<file path="config.mk">
export PLATFORM = sky130hd
export DESIGN_NAME = fsv_security
export DESIGN_NICKNAME = d
export VERILOG_FILES = /design/src/rtl/fsv_pkg.sv /design/src/rtl/fsv_security.sv /design/src/rtl/fsv_key_cmp.sv /design/src/rtl/fsv_vec_redirect.sv
export SDC_FILE = /design/constraint.sdc
export NUM_CORES = 1
export LEC_CHECK = 0
export BUFFER_PORTS_ARGS = -buffer_cell sky130_fd_sc_hd__clkbuf_2
export CAP_MARGIN = 0
export CORE_MARGIN = 4
export CORE_UTILIZATION = 30
export CTS_CLUSTER_SIZE = 40
export DETAILED_ROUTE_END_ITERATION = 8
export GPL_ROUTABILITY_DRIVEN = 0
export GPL_TIMING_DRIVEN = 1
export PLACE_DENSITY = 0.53
export SLEW_MARGIN = 20
export SYNTH_ARGS = -nofsm -noshare
export SYNTH_HDL_FRONTEND = slang
export SYNTH_SLANG_ARGS = --single-unit
</file>
<file path="constraint.sdc">
create_clock -name sys_clk -period 2.04 [get_ports sys_clk]
set_input_delay 0.204 -clock sys_clk [delete_from_list [all_inputs] [get_ports sys_clk]]
set_output_delay 0.204 -clock sys_clk [all_outputs]
set_load 0.02 [all_outputs]
</file>
<file path="src/rtl/fsv_pkg.sv">
package fsv_pkg;

	// ------------------------------------------------------------
	// Memory map
	// ------------------------------------------------------------
	localparam logic [15:0] FSV_ADDR_NONVOLATILE_PROTECTION_BYTE     = 16'hFFBD;
	localparam logic [15:0] FSV_ADDR_NONVOLATILE_OPTION_BYTE      = 16'hFFBF;
	localparam logic [15:0] FSV_ADDR_KEY_BASE   = 16'hFFB0;
	localparam logic [15:0] FSV_VEC_LO          = 16'hFFC0;
	localparam logic [15:0] FSV_VEC_HI          = 16'hFFFD;
	localparam logic [15:0] FSV_FLASH_START     = 16'hC000;
	localparam logic [15:0] FSV_RAM_START       = 16'h0070;
	localparam logic [15:0] FSV_RAM_END         = 16'h046F;
	localparam logic [15:0] FSV_HREG_BASE       = 16'h1820;
	localparam logic [3:0]  FSV_HREG_COUNT      = 4'h9;

	// ------------------------------------------------------------
	// High-page register indices
	// ------------------------------------------------------------
	localparam logic [3:0]  FSV_IDX_OPT         = 4'h1;
	localparam logic [3:0]  FSV_IDX_CFG         = 4'h3;
	localparam logic [3:0]  FSV_IDX_PROT        = 4'h4;

	// ------------------------------------------------------------
	// Field positions
	// ------------------------------------------------------------
	localparam int          FSV_OPT_BACKDOOR_KEY_ENABLE_BIT   = 7;
	localparam int          FSV_OPT_NORED_BIT   = 6;
	localparam logic [7:0]  FSV_OPT_READ_MASK   = 8'hC3;
	localparam int          FSV_CFG_KEY_ACCESS_CONTROL_BIT  = 5;
	localparam logic [7:0]  FSV_CFG_WRITE_MASK  = 8'h20;
	localparam int          FSV_PROT_DIS_BIT    = 0;
	localparam logic [1:0]  FSV_SEC_OPEN        = 2'h2;
	localparam logic [8:0]  FSV_BLOCK_LOW_ONES  = 9'h1FF;
	localparam logic [6:0]  FSV_FPS_NONE        = 7'h7F;

	// ------------------------------------------------------------
	// Reset values and counts
	// ------------------------------------------------------------
	localparam logic [7:0]  FSV_OPT_RST         = 8'hFF;
	localparam logic [7:0]  FSV_PROT_RST        = 8'hFF;
	localparam logic [7:0]  FSV_CFG_RST         = 8'h00;
	localparam logic [3:0]  FSV_KEY_BYTES       = 4'h8;
	localparam logic [3:0]  FSV_LOAD_STEPS      = 4'hA;
	localparam logic [3:0]  FSV_LOAD_PROT_STEP  = 4'h8;
	localparam logic [3:0]  FSV_LOAD_OPT_STEP   = 4'h9;

	typedef enum logic [1:0] {
		FSV_ST_LOAD = 2'b00,
		FSV_ST_RUN  = 2'b01
	} fsv_state_t;

endpackage : fsv_pkg

</file>
<file path="src/rtl/fsv_security.sv">
`timescale 1ns/100ps
`default_nettype none
module fsv_security (
	// Clock and reset
	input  wire logic        sys_clk,
	input  wire logic        sys_rst,
	// CPU bus
	input  wire logic [15:0] cpu_addr,
	input  wire logic [7:0]  cpu_wdata,
	input  wire logic        cpu_wr,
	input  wire logic        cpu_rd,
	input  wire logic        cpu_vec_fetch,
	input  wire logic        cpu_code_secure,
	input  wire logic        cpu_bdm,
	output logic [7:0]       cpu_rdata,
	output logic             cpu_busy,
	// Memory array side
	output logic [15:0]      mem_addr,
	output logic [7:0]       mem_wdata,
	output logic             mem_wr,
	output logic             mem_rd,
	input  wire logic [7:0]  mem_rdata,
	// Command logic
	input  wire logic        blank_check_erased,
	input  wire logic        blank_check_bdm,
	// Debug
	input  wire logic        background_mode_pin,
	input  wire logic        bdm_enter_req,
	input  wire logic        dbg_enable_req,
	output logic             dbg_module_enable,
	output logic             bdm_active_enter,
	// Status
	output logic             secure,
	output logic             redirect_active
);
	import fsv_pkg::*;

	// ------------------------------------------------------------
	// State
	// ------------------------------------------------------------
	typedef struct packed {
		fsv_state_t  state;
		logic [3:0]  step;
		logic [7:0]  working_option_reg;
		logic [7:0]  working_protection_reg;
		logic [7:0]  flash_config_reg;
		logic        bkgd_low_at_reset;
		logic        unlocked;
		logic [7:0]  rdata;
	} fsv_sec_t;

	fsv_sec_t st_r;
	fsv_sec_t st_nxt;

	// ------------------------------------------------------------
	// Decode helpers
	// ------------------------------------------------------------
	function automatic logic fsv_is_secure_mem(input logic [15:0] a);
		fsv_is_secure_mem = (a >= FSV_FLASH_START)
			|| (a >= FSV_RAM_START && a <= FSV_RAM_END);
	endfunction : fsv_is_secure_mem

	function automatic logic fsv_is_key(input logic [15:0] a);
		fsv_is_key = a[15:3] == FSV_ADDR_KEY_BASE[15:3];
	endfunction : fsv_is_key

	function automatic logic fsv_is_hreg(input logic [15:0] a);
		fsv_is_hreg = a >= FSV_HREG_BASE
			&& a < FSV_HREG_BASE + {12'h000, FSV_HREG_COUNT};
	endfunction : fsv_is_hreg

	// ------------------------------------------------------------
	// Submodules
	// ------------------------------------------------------------
	logic [15:0] redir_addr;
	logic        key_match;
	logic        load_key_we;
	logic        key_entry_we;
	logic        key_close;

	fsv_vec_redirect u_redirect (
		.prot_reg        (st_r.working_protection_reg),
		.nored           (st_r.working_option_reg[FSV_OPT_NORED_BIT]),
		.vec_fetch       (cpu_vec_fetch),
		.addr_in         (cpu_addr),
		.addr_out        (redir_addr),
		.redirect_active (redirect_active)
	);

	fsv_key_cmp u_key (
		.sys_clk     (sys_clk),
		.sys_rst     (sys_rst),
		.load_we     (load_key_we),
		.load_idx    (st_r.step[2:0]),
		.load_data   (mem_rdata),
		.entry_we    (key_entry_we),
		.entry_idx   (cpu_addr[2:0]),
		.entry_data  (cpu_wdata),
		.entry_close (key_close),
		.key_match   (key_match)
	);

	// ------------------------------------------------------------
	// Access control
	// ------------------------------------------------------------
	logic       running;
	logic       trusted;
	logic       blocked;
	logic       key_access_control;
	logic       key_wr;
	logic       hreg_hit;
	logic [3:0] hreg_idx;
	logic [15:0] hreg_off;

	always_comb begin
		running  = st_r.state == FSV_ST_RUN;
		// Only secure code outside debug is trusted
		trusted  = cpu_code_secure && !cpu_bdm;
		// Registers and debug are never secure resources
		blocked  = secure && !trusted && fsv_is_secure_mem(cpu_addr);
		key_access_control   = st_r.flash_config_reg[FSV_CFG_KEY_ACCESS_CONTROL_BIT];
		key_wr   = running && cpu_wr && key_access_control && fsv_is_key(cpu_addr)
			&& trusted;
		hreg_hit = running && fsv_is_hreg(cpu_addr);
		hreg_off = cpu_addr - FSV_HREG_BASE;
		hreg_idx = hreg_off[3:0];
	end

	assign key_entry_we = key_wr;
	assign load_key_we  = st_r.state == FSV_ST_LOAD && st_r.step < FSV_KEY_BYTES;

	// ------------------------------------------------------------
	// Memory side
	// ------------------------------------------------------------
	always_comb begin
		mem_wdata = cpu_wdata;
		if (!running) begin
			// Reset load walks key bytes, then protection, then option
			if (st_r.step == FSV_LOAD_PROT_STEP) begin
				mem_addr = FSV_ADDR_NONVOLATILE_PROTECTION_BYTE;
			end else if (st_r.step == FSV_LOAD_OPT_STEP) begin
				mem_addr = FSV_ADDR_NONVOLATILE_OPTION_BYTE;
			end else begin
				mem_addr = FSV_ADDR_KEY_BASE + {12'h000, st_r.step};
			end
			mem_rd = 1'b1;
			mem_wr = 1'b0;
		end else begin
			mem_addr = redir_addr;
			mem_rd   = cpu_rd && !blocked && !hreg_hit;
			mem_wr   = cpu_wr && !blocked && !hreg_hit && !key_wr;
		end
	end

	// ------------------------------------------------------------
	// Next state
	// ------------------------------------------------------------
	always_comb begin
		st_nxt    = st_r;
		key_close = 1'b0;
		case (st_r.state)
			FSV_ST_LOAD: begin
				if (st_r.step == 4'h0) begin
					st_nxt.bkgd_low_at_reset = !background_mode_pin;
				end
				if (st_r.step == FSV_LOAD_PROT_STEP) begin
					st_nxt.working_protection_reg = mem_rdata;
				end
				if (st_r.step == FSV_LOAD_OPT_STEP) begin
					st_nxt.working_option_reg = mem_rdata;
				end
				st_nxt.step = st_r.step + 4'h1;
				if (st_r.step == FSV_LOAD_STEPS - 4'h1) begin
					st_nxt.state = FSV_ST_RUN;
				end
			end
			FSV_ST_RUN: begin
				if (cpu_wr && hreg_hit) begin
					if (hreg_idx == FSV_IDX_CFG) begin
						// Key access only when backdoor enabled
						st_nxt.flash_config_reg = cpu_wdata & FSV_CFG_WRITE_MASK;
						if (!st_r.working_option_reg[FSV_OPT_BACKDOOR_KEY_ENABLE_BIT]) begin
							st_nxt.flash_config_reg[FSV_CFG_KEY_ACCESS_CONTROL_BIT] = 1'b0;
						end
						key_close = key_access_control && !cpu_wdata[FSV_CFG_KEY_ACCESS_CONTROL_BIT];
					end else if (hreg_idx == FSV_IDX_PROT && cpu_bdm) begin
						st_nxt.working_protection_reg = cpu_wdata;
					end
				end
				if ((key_match && st_r.working_option_reg[FSV_OPT_BACKDOOR_KEY_ENABLE_BIT])
					|| (blank_check_erased && blank_check_bdm)) begin
					st_nxt.working_option_reg[1:0] = FSV_SEC_OPEN;
					st_nxt.unlocked = 1'b1;
				end
			end
			default: begin
				st_nxt.state = FSV_ST_LOAD;
			end
		endcase
		// Read data, registered
		st_nxt.rdata = 8'h00;
		if (running && cpu_rd) begin
			if (hreg_hit) begin
				if (hreg_idx == FSV_IDX_OPT) begin
					st_nxt.rdata = st_r.working_option_reg & FSV_OPT_READ_MASK;
				end else if (hreg_idx == FSV_IDX_CFG) begin
					st_nxt.rdata = st_r.flash_config_reg;
				end else if (hreg_idx == FSV_IDX_PROT) begin
					st_nxt.rdata = st_r.working_protection_reg;
				end else begin
					st_nxt.rdata = 8'h00;
				end
			end else if (!blocked) begin
				st_nxt.rdata = mem_rdata;
			end else begin
				st_nxt.rdata = 8'h00;
			end
		end
	end

	// ------------------------------------------------------------
	// Registers
	// ------------------------------------------------------------
	always_ff @(posedge sys_clk) begin
		if (sys_rst) begin
			st_r.state                  <= FSV_ST_LOAD;
			st_r.step                   <= 4'h0;
			st_r.working_option_reg     <= FSV_OPT_RST;
			st_r.working_protection_reg <= FSV_PROT_RST;
			st_r.flash_config_reg       <= FSV_CFG_RST;
			st_r.bkgd_low_at_reset      <= 1'b0;
			st_r.unlocked               <= 1'b0;
			st_r.rdata                  <= 8'h00;
		end else begin
			st_r <= st_nxt;
		end
	end

	// ------------------------------------------------------------
	// Outputs
	// ------------------------------------------------------------
	always_comb begin
		secure            = st_r.working_option_reg[1:0] != FSV_SEC_OPEN;
		dbg_module_enable = running && dbg_enable_req && !secure;
		bdm_active_enter  = running && (secure ? st_r.bkgd_low_at_reset
			: (bdm_enter_req || st_r.bkgd_low_at_reset));
		cpu_busy          = !running;
		cpu_rdata         = st_r.rdata;
	end

endmodule : fsv_security
`default_nettype wire

</file>
<file path="src/rtl/fsv_key_cmp.sv">
`timescale 1ns/100ps
`default_nettype none
module fsv_key_cmp (
	// Clock and reset
	input  wire logic       sys_clk,
	input  wire logic       sys_rst,
	// Stored key load
	input  wire logic       load_we,
	input  wire logic [2:0] load_idx,
	input  wire logic [7:0] load_data,
	// Key entry
	input  wire logic       entry_we,
	input  wire logic [2:0] entry_idx,
	input  wire logic [7:0] entry_data,
	input  wire logic       entry_close,
	// Result
	output logic            key_match
);
	import fsv_pkg::*;

	typedef struct packed {
		logic [7:0][7:0] key;
		logic [3:0]      count;
		logic            bad;
		logic            match;
	} fsv_kc_t;

	fsv_kc_t st_r;
	fsv_kc_t st_nxt;

	always_comb begin
		st_nxt       = st_r;
		st_nxt.match = 1'b0;
		if (load_we) begin
			st_nxt.key[load_idx] = load_data;
		end
		// Ascending order, one byte per write
		if (entry_we) begin
			if ({1'b0, entry_idx} != st_r.count || entry_data != st_r.key[entry_idx]) begin
				st_nxt.bad = 1'b1;
			end
			st_nxt.count = st_r.count + 4'h1;
		end
		if (entry_close) begin
			st_nxt.match = !st_r.bad && st_r.count == FSV_KEY_BYTES;
			st_nxt.count = 4'h0;
			st_nxt.bad   = 1'b0;
		end
	end

	always_ff @(posedge sys_clk) begin
		if (sys_rst) begin
			st_r <= '0;
		end else begin
			st_r <= st_nxt;
		end
	end

	assign key_match = st_r.match;

endmodule : fsv_key_cmp
`default_nettype wire

</file>
<file path="src/rtl/fsv_vec_redirect.sv">
`timescale 1ns/100ps
`default_nettype none
module fsv_vec_redirect (
	// Configuration
	input  wire logic [7:0]  prot_reg,
	input  wire logic        nored,
	// Fetch
	input  wire logic        vec_fetch,
	input  wire logic [15:0] addr_in,
	// Result
	output logic [15:0]      addr_out,
	output logic             redirect_active
);
	import fsv_pkg::*;

	logic [15:0] last_open;
	logic        partial;

	always_comb begin
		last_open = {prot_reg[7:1], FSV_BLOCK_LOW_ONES};
		// Some but not all of the array protected
		partial   = !prot_reg[FSV_PROT_DIS_BIT] && prot_reg[7:1] != FSV_FPS_NONE
			&& last_open >= FSV_FLASH_START;
		redirect_active = !nored && partial;
		addr_out = addr_in;
		// Reset vector never moves
		if (redirect_active && vec_fetch && addr_in >= FSV_VEC_LO
			&& addr_in <= FSV_VEC_HI) begin
			addr_out = {prot_reg[7:1], addr_in[8:0]};
		end
	end

endmodule : fsv_vec_redirect
`default_nettype wire

</file>
# After elaboration in Yosys (flattened, before gate mapping)
# Index checks and enable logic that the tools add are counted.
[op_classes] addsub=4 n_reduce_logical=62 order_cmp=12 eq_ne=18 bitwise_logic=3 n_mux=31
[ops] operator="16-bit 2-to-1 mux" count=5
[ops] operator="8-bit 2-to-1 mux" count=10
[ops] operator="64-bit bitwise mux" count=1
[ops] operator="16-bit greater-or-equal comparator, second input constant" count=3
[ops] operator="1-bit logical AND" count=33
[ops] operator="8-bit binary-select mux with 3-bit select" count=1
[ops] operator="8-bit demux with 3-bit select" count=1
[ops] operator="10-bit one-hot mux with 2 select lines" count=1
[ops] operator="16-bit by 13-bit greater-or-equal comparator with 1-bit output, second input constant" count=1
[ops] operator="16-bit by 7-bit greater-or-equal comparator with 1-bit output, second input constant" count=1
[ops] operator="16-bit by 11-bit less-or-equal comparator with 1-bit output, second input constant" count=1
[ops] operator="16-bit less-or-equal comparator, second input constant" count=1
[ops] operator="16-bit by 13-bit < comparator with 1-bit output, second input constant" count=1
[ops] operator="13-bit equality test, second input constant" count=1
[ops] operator="4-bit equality test, second input constant" count=3
[ops] operator="1-bit zero test" count=12
[ops] operator="2-bit by 1-bit inequality test with 1-bit output, second input constant" count=5
[ops] operator="8-bit by 5-bit adder with 9-bit output, first input constant" count=1
[ops] operator="4-bit by 1-bit adder with 4-bit output, second input constant" count=2
[ops] operator="3-bit by 4-bit < comparator with 1-bit output, second input constant" count=2
[ops] operator="8-bit inequality test" count=1
[ops] operator="2-bit AND reduction" count=4
[ops] operator="1-bit 2-to-1 mux" count=7
[ops] operator="7-bit inequality test, second input constant" count=1
[ops] operator="20 further kinds" count=31
[totals] reg_bits=102 out_inout_bits=39 elab_cells=149 input_bits=44

# Depth between registers and ports, before layout
[logic_depth] depth_word=10 depth_mapped=8

# Hierarchy
# A second synthesis with hierarchy kept.
[unflattened] cells_unflattened=613 area_unflattened_um2=5167.5
[modules_own_cells] module="fsv_key_cmp" cells_per_inst=377 instances=1 area_per_inst_um2=3186.8
[modules_own_cells] module="fsv_security" cells_per_inst=210 instances=1 area_per_inst_um2=1742.9
[modules_own_cells] module="fsv_vec_redirect" cells_per_inst=26 instances=1 area_per_inst_um2=237.7

# Worst setup path before layout
# No wires, ideal clock.
[synth_path] kind="reg2out" startpoint="reg st_r[25] (netlist name)" endpoint="out mem_addr[14]" path_stages_with_launch=6 slack_ns=0.024 required_ns=1.836 t_arrival_ns=1.812 cell_sequence="dfxtp_1 -> or4bb_1 -> a31oi_1 -> nand3_1 -> nand2_1 -> or2_1"
[synth_between] elab_chain_cells=9 elab_cells_between_ends=10
[synth_lines] item="start, declared" line_no="fsv_security.sv:52" text="fsv_sec_t st_r;"
[synth_lines] item="start signal, assigned" line_no="fsv_security.sv:235" text="st_r <= st_nxt;"
[synth_lines] item="parallel branches: the longest is 2 deep, another holds 16-bit greater-or-equal comparator"
[synth_lines] item="1-bit logical AND (*)" line_no="fsv_vec_redirect.sv:23" text="&& last_open >= FSV_FLASH_START;"
[synth_lines] item="1-bit logical AND (*)" line_no="fsv_vec_redirect.sv:24" text="redirect_active = !nored && partial;"
[synth_lines] item="via redirect_active" line_no="fsv_security.sv:34" text="output logic redirect_active"
[synth_lines] item="1-bit logical AND (*) (2 in a row)" line_no="fsv_vec_redirect.sv:27" text="if (redirect_active && vec_fetch && addr_in >= FSV_VEC_LO"
[synth_lines] item="1-bit logical AND (*)" line_no="fsv_vec_redirect.sv:28" text="&& addr_in <= FSV_VEC_HI) begin"
[synth_lines] item="16-bit 2-to-1 mux (*)" line_no="fsv_vec_redirect.sv:27"
[synth_lines] item="16-bit 2-to-1 mux (*)" line_no="fsv_security.sv:137" text="if (!running) begin"
[synth_lines] item="end, declared" line_no="fsv_security.sv:18" text="output logic [15:0] mem_addr,"
# Mark *: on every way through the listed nets, which the timed path passes.

# Final worst setup path
[layout_path] startpoint="reg st_r[24] (netlist name)" endpoint="out mem_addr[10]"
[layout_between] elab_chain_cells=9 elab_cells_between_ends=10
[layout_lines] item="parallel branches: the longest is 2 deep, another holds 16-bit greater-or-equal comparator"
[layout_lines] item="1-bit logical AND (*)" line_no="fsv_vec_redirect.sv:23"
[layout_lines] item="1-bit logical AND (*)" line_no="fsv_vec_redirect.sv:24"
[layout_lines] item="1-bit logical AND (*) (2 in a row)" line_no="fsv_vec_redirect.sv:27"
[layout_lines] item="1-bit logical AND (*)" line_no="fsv_vec_redirect.sv:28"
[layout_lines] item="16-bit 2-to-1 mux (*)" line_no="fsv_vec_redirect.sv:27"
[layout_lines] item="16-bit 2-to-1 mux (*)" line_no="fsv_security.sv:137"
# Mark *: on every way between the ends.

==> metrics.md <==
| Metric | Value |
|---|---|
| Post-synth top area share | `39.0%` |
| Post-Synthesis Cells | `529` |
| Global-route congestion overflow total | `0` |
| Nets | `659` |
| Final min period | `2120 ps` |
| Status | `complete, but fails checks` |
| Endpoint class of the critical path | `primary output` |
| Startpoint Class | `flip-flop` |
| Failing checks | `setup timing` |
| Setup violations, final | `7` |
| FFs w/ async S/R, synth | `0%` |
| Seq/Total Area, Yosys | `39.0%` |
| Worst hold slack | `57.2 ps` |
| Post-synth EDFFs | `0` |
| Share of cells above drive strength 1 | `28.6%` |
| Number of global-route vias before repair | `4117` |
| Setup TNS | `-506 ps` |
| RSZ-0062 raised after global routing | `yes` |
| Die Y | `137 um` |
| Mean instance size in the synthesized netlist | `9.41 um^2` |
| Antenna violations before repair | `0` |
| Clock Path Buffers | `2` |
| Most used DFF post-synth | `dfxtp_1` |
| Clk slew on worst S/H paths | `70 ps` |
| Starting Density | `31.0%` |
| Dominant cell type by area after synthesis | `dfxtp_1` |
| Leak pwr | `2.66 nW` |
| PortBufs | `82` |
| Syn-to-layout area delta | `22.7%` |
| Worst Tran Pin Value | `504 ps` |
| Pin count of the biggest net entering global routing | `48` |
| Die width | `137 um` |
| TritonCTS clock tree | `built` |
| Slew HR | `66.4%` |
| Mapped cell area | `0.00498 mm^2` |
| H-tree levels | `3` |
| Tot GR Track Use | `15.8%` |
| Post-synth top cells | `dfxtp_1, nor2_1, mux2i_1` |
| First-pass GRT wire length | `22.7 mm` |
| Detailed-router iteration count before antenna repair | `4` |
| Clock root buffer | `clkbuf_16` |
| Max cap viols | `0` |
| Final hold viol count | `0` |
| Vias | `4141` |
| Routed Antenna Nets | `0` |
| Initial DRC count | `213` |
| Drt wl/cell | `17.5 um` |
| Standard-cell row count | `46` |
| Post-synthesis cell type count | `60` |
| Period Utilization, post-route | `104%` |
| Count leader, synth | `dfxtp_1` |
| Synth Register Bits | `97` |
| Final worst slack | `-84.5 ps` |
| I/O pins | `83` |
| Hold Path Class | `input port to flip-flop` |
| Critical Path RT | `1840 ps` |
| Maximum VDD drop | `0.422 mV` |
| Clock Skew | `5.46 ps` |
| Die footprint | `0.0187 mm^2` |
| ANT cells | `0` |
| Core box area | `0.0161 mm^2` |
| Setup CP Type | `flip-flop to primary output` |
| Arrival time worst endpoint | `1920 ps` |
| Synth top area cells | `dfxtp_1, mux2i_1, nor2_1` |
| Pwr dens | `692 mW/mm^2` |
| Final wirelength | `14.5 mm` |
| DRC | `0` |
| Highest clock rate | `471 MHz` |
| Net count after synthesis | `578` |
| Slew Limit Fails | `0` |
| Crit path max fanout | `6` |
| Clk_lat worst skew | `340 ps` |
| Vias per cell | `4.98` |
| Synth warn | `0` |
| CTS Buf Count | `9` |
| DPL Wire Length | `10.8 mm` |
| CTS sink count | `97` |
==> metal layers <==
| metal | global-route usage, % | up-vias | routed length [um] |
|---|---|---|---|
| li1 | - | 2020 | - |
| met1 | 20.4 | 2010 | 6400 |
| met2 | 26.8 | 91 | 7190 |
| met3 | 2.98 | 20 | 683 |
| met4 | 5.04 | 0 | 266 |
| met5 | 0 | - | 0 |
==> flip-flops by register name (all words and copies together) (netlist names) <==
signal	cells
u_key.key_match	1
u_key.st_r	69
st_r	18
key_access_control	1
cpu_rdata	8
==> cell type report <==
type	instances	area, um^2
repair buffers	123	800
flip-flops and latches	97	1950
multi-input cells	368	2760
clock buffers	10	239
inverters	11	41.3
well taps	216	270
fillers	1625	9950
clock inverters	6	42.5
==> timing repair <==
action / CTS / global route
endpoints found under the setup margin: 9 / 10
hold endpoints to repair: 0 / 0
buffers inserted: 2 / 1
hold buffers: 0 / 0
pin swaps: 5 / 5
gates resized for setup: 16 / 14
cloned: 0 / 0
==> worst paths after layout <==
kind	startpoint	end	slack (ps)	cells past startpoint
max	st_r[24]	mem_addr[10]	-80	6
min	background_mode_pin	st_r[9]	60	2
max reg2reg	st_r[38]	st_r[20]	320	6
min reg2reg	st_r[25]	st_r[25]	490	1
==> per-stage QoR <==
step	util, %	setup WS [ps]	cells	instance area (um^2)	total power, W
after floorplan	-	23.9	529	4980	0.00243
after global placement	35.4	7.26	812	5690	0.00264
after detailed placement	35.4	20.1	812	5690	0.00265
after CTS	37.7	-109	830	6050	0.00425
after global routing	38.0	-148	831	6100	0.00439
final	38.0	-84.5	831	6100	0.00422
==> power breakdown <==
part / total, W / switching [W] / leakage [nW] / internal, W
combinational: 0.000624 / 0.000349 / 1.73 / 0.000275
clock: 0.00160 / 0.000737 / 0.140 / 0.000864
sequential: 0.00200 / 0.0000413 / 0.786 / 0.00196
==> critical path, cell delays in order, from the launching register on <==
cell and delay [ps]:
dfxtp_2 330, or4bb_4 550, a31oi_4 200, nand3_4 130, o21ai_1 150, nand2_1 60
clkbuf_2 150
==> cells by family after synthesis <==
kind of cell / Yosys count / synth area share (%)
adder cells (fa/ha/maj): 5 / 1.26
buffers and inverters: 64 / 6.89
flip-flops: 97 / 39.0
XOR/XNOR: 16 / 2.82
AO/OA/AOI/OAI: 69 / 10.9
multiplexers: 97 / 21.1
AND/OR/NAND/NOR: 181 / 18.0
==> placed cells by master (no fill, tap or decap), drive strengths merged, types with 9 or more instances in the layout <==
master	netlist	final
o21ai	11	11
buf	34	45
nand2	22	22
nor2	92	92
clkbuf	19	88
a22o	12	12
a211o	10	10
inv	11	12
xor2	9	9
mux2i	86	86
nor3	11	11
dfxtp	97	97
Note: power is estimated with default switching activity, not from simulation.
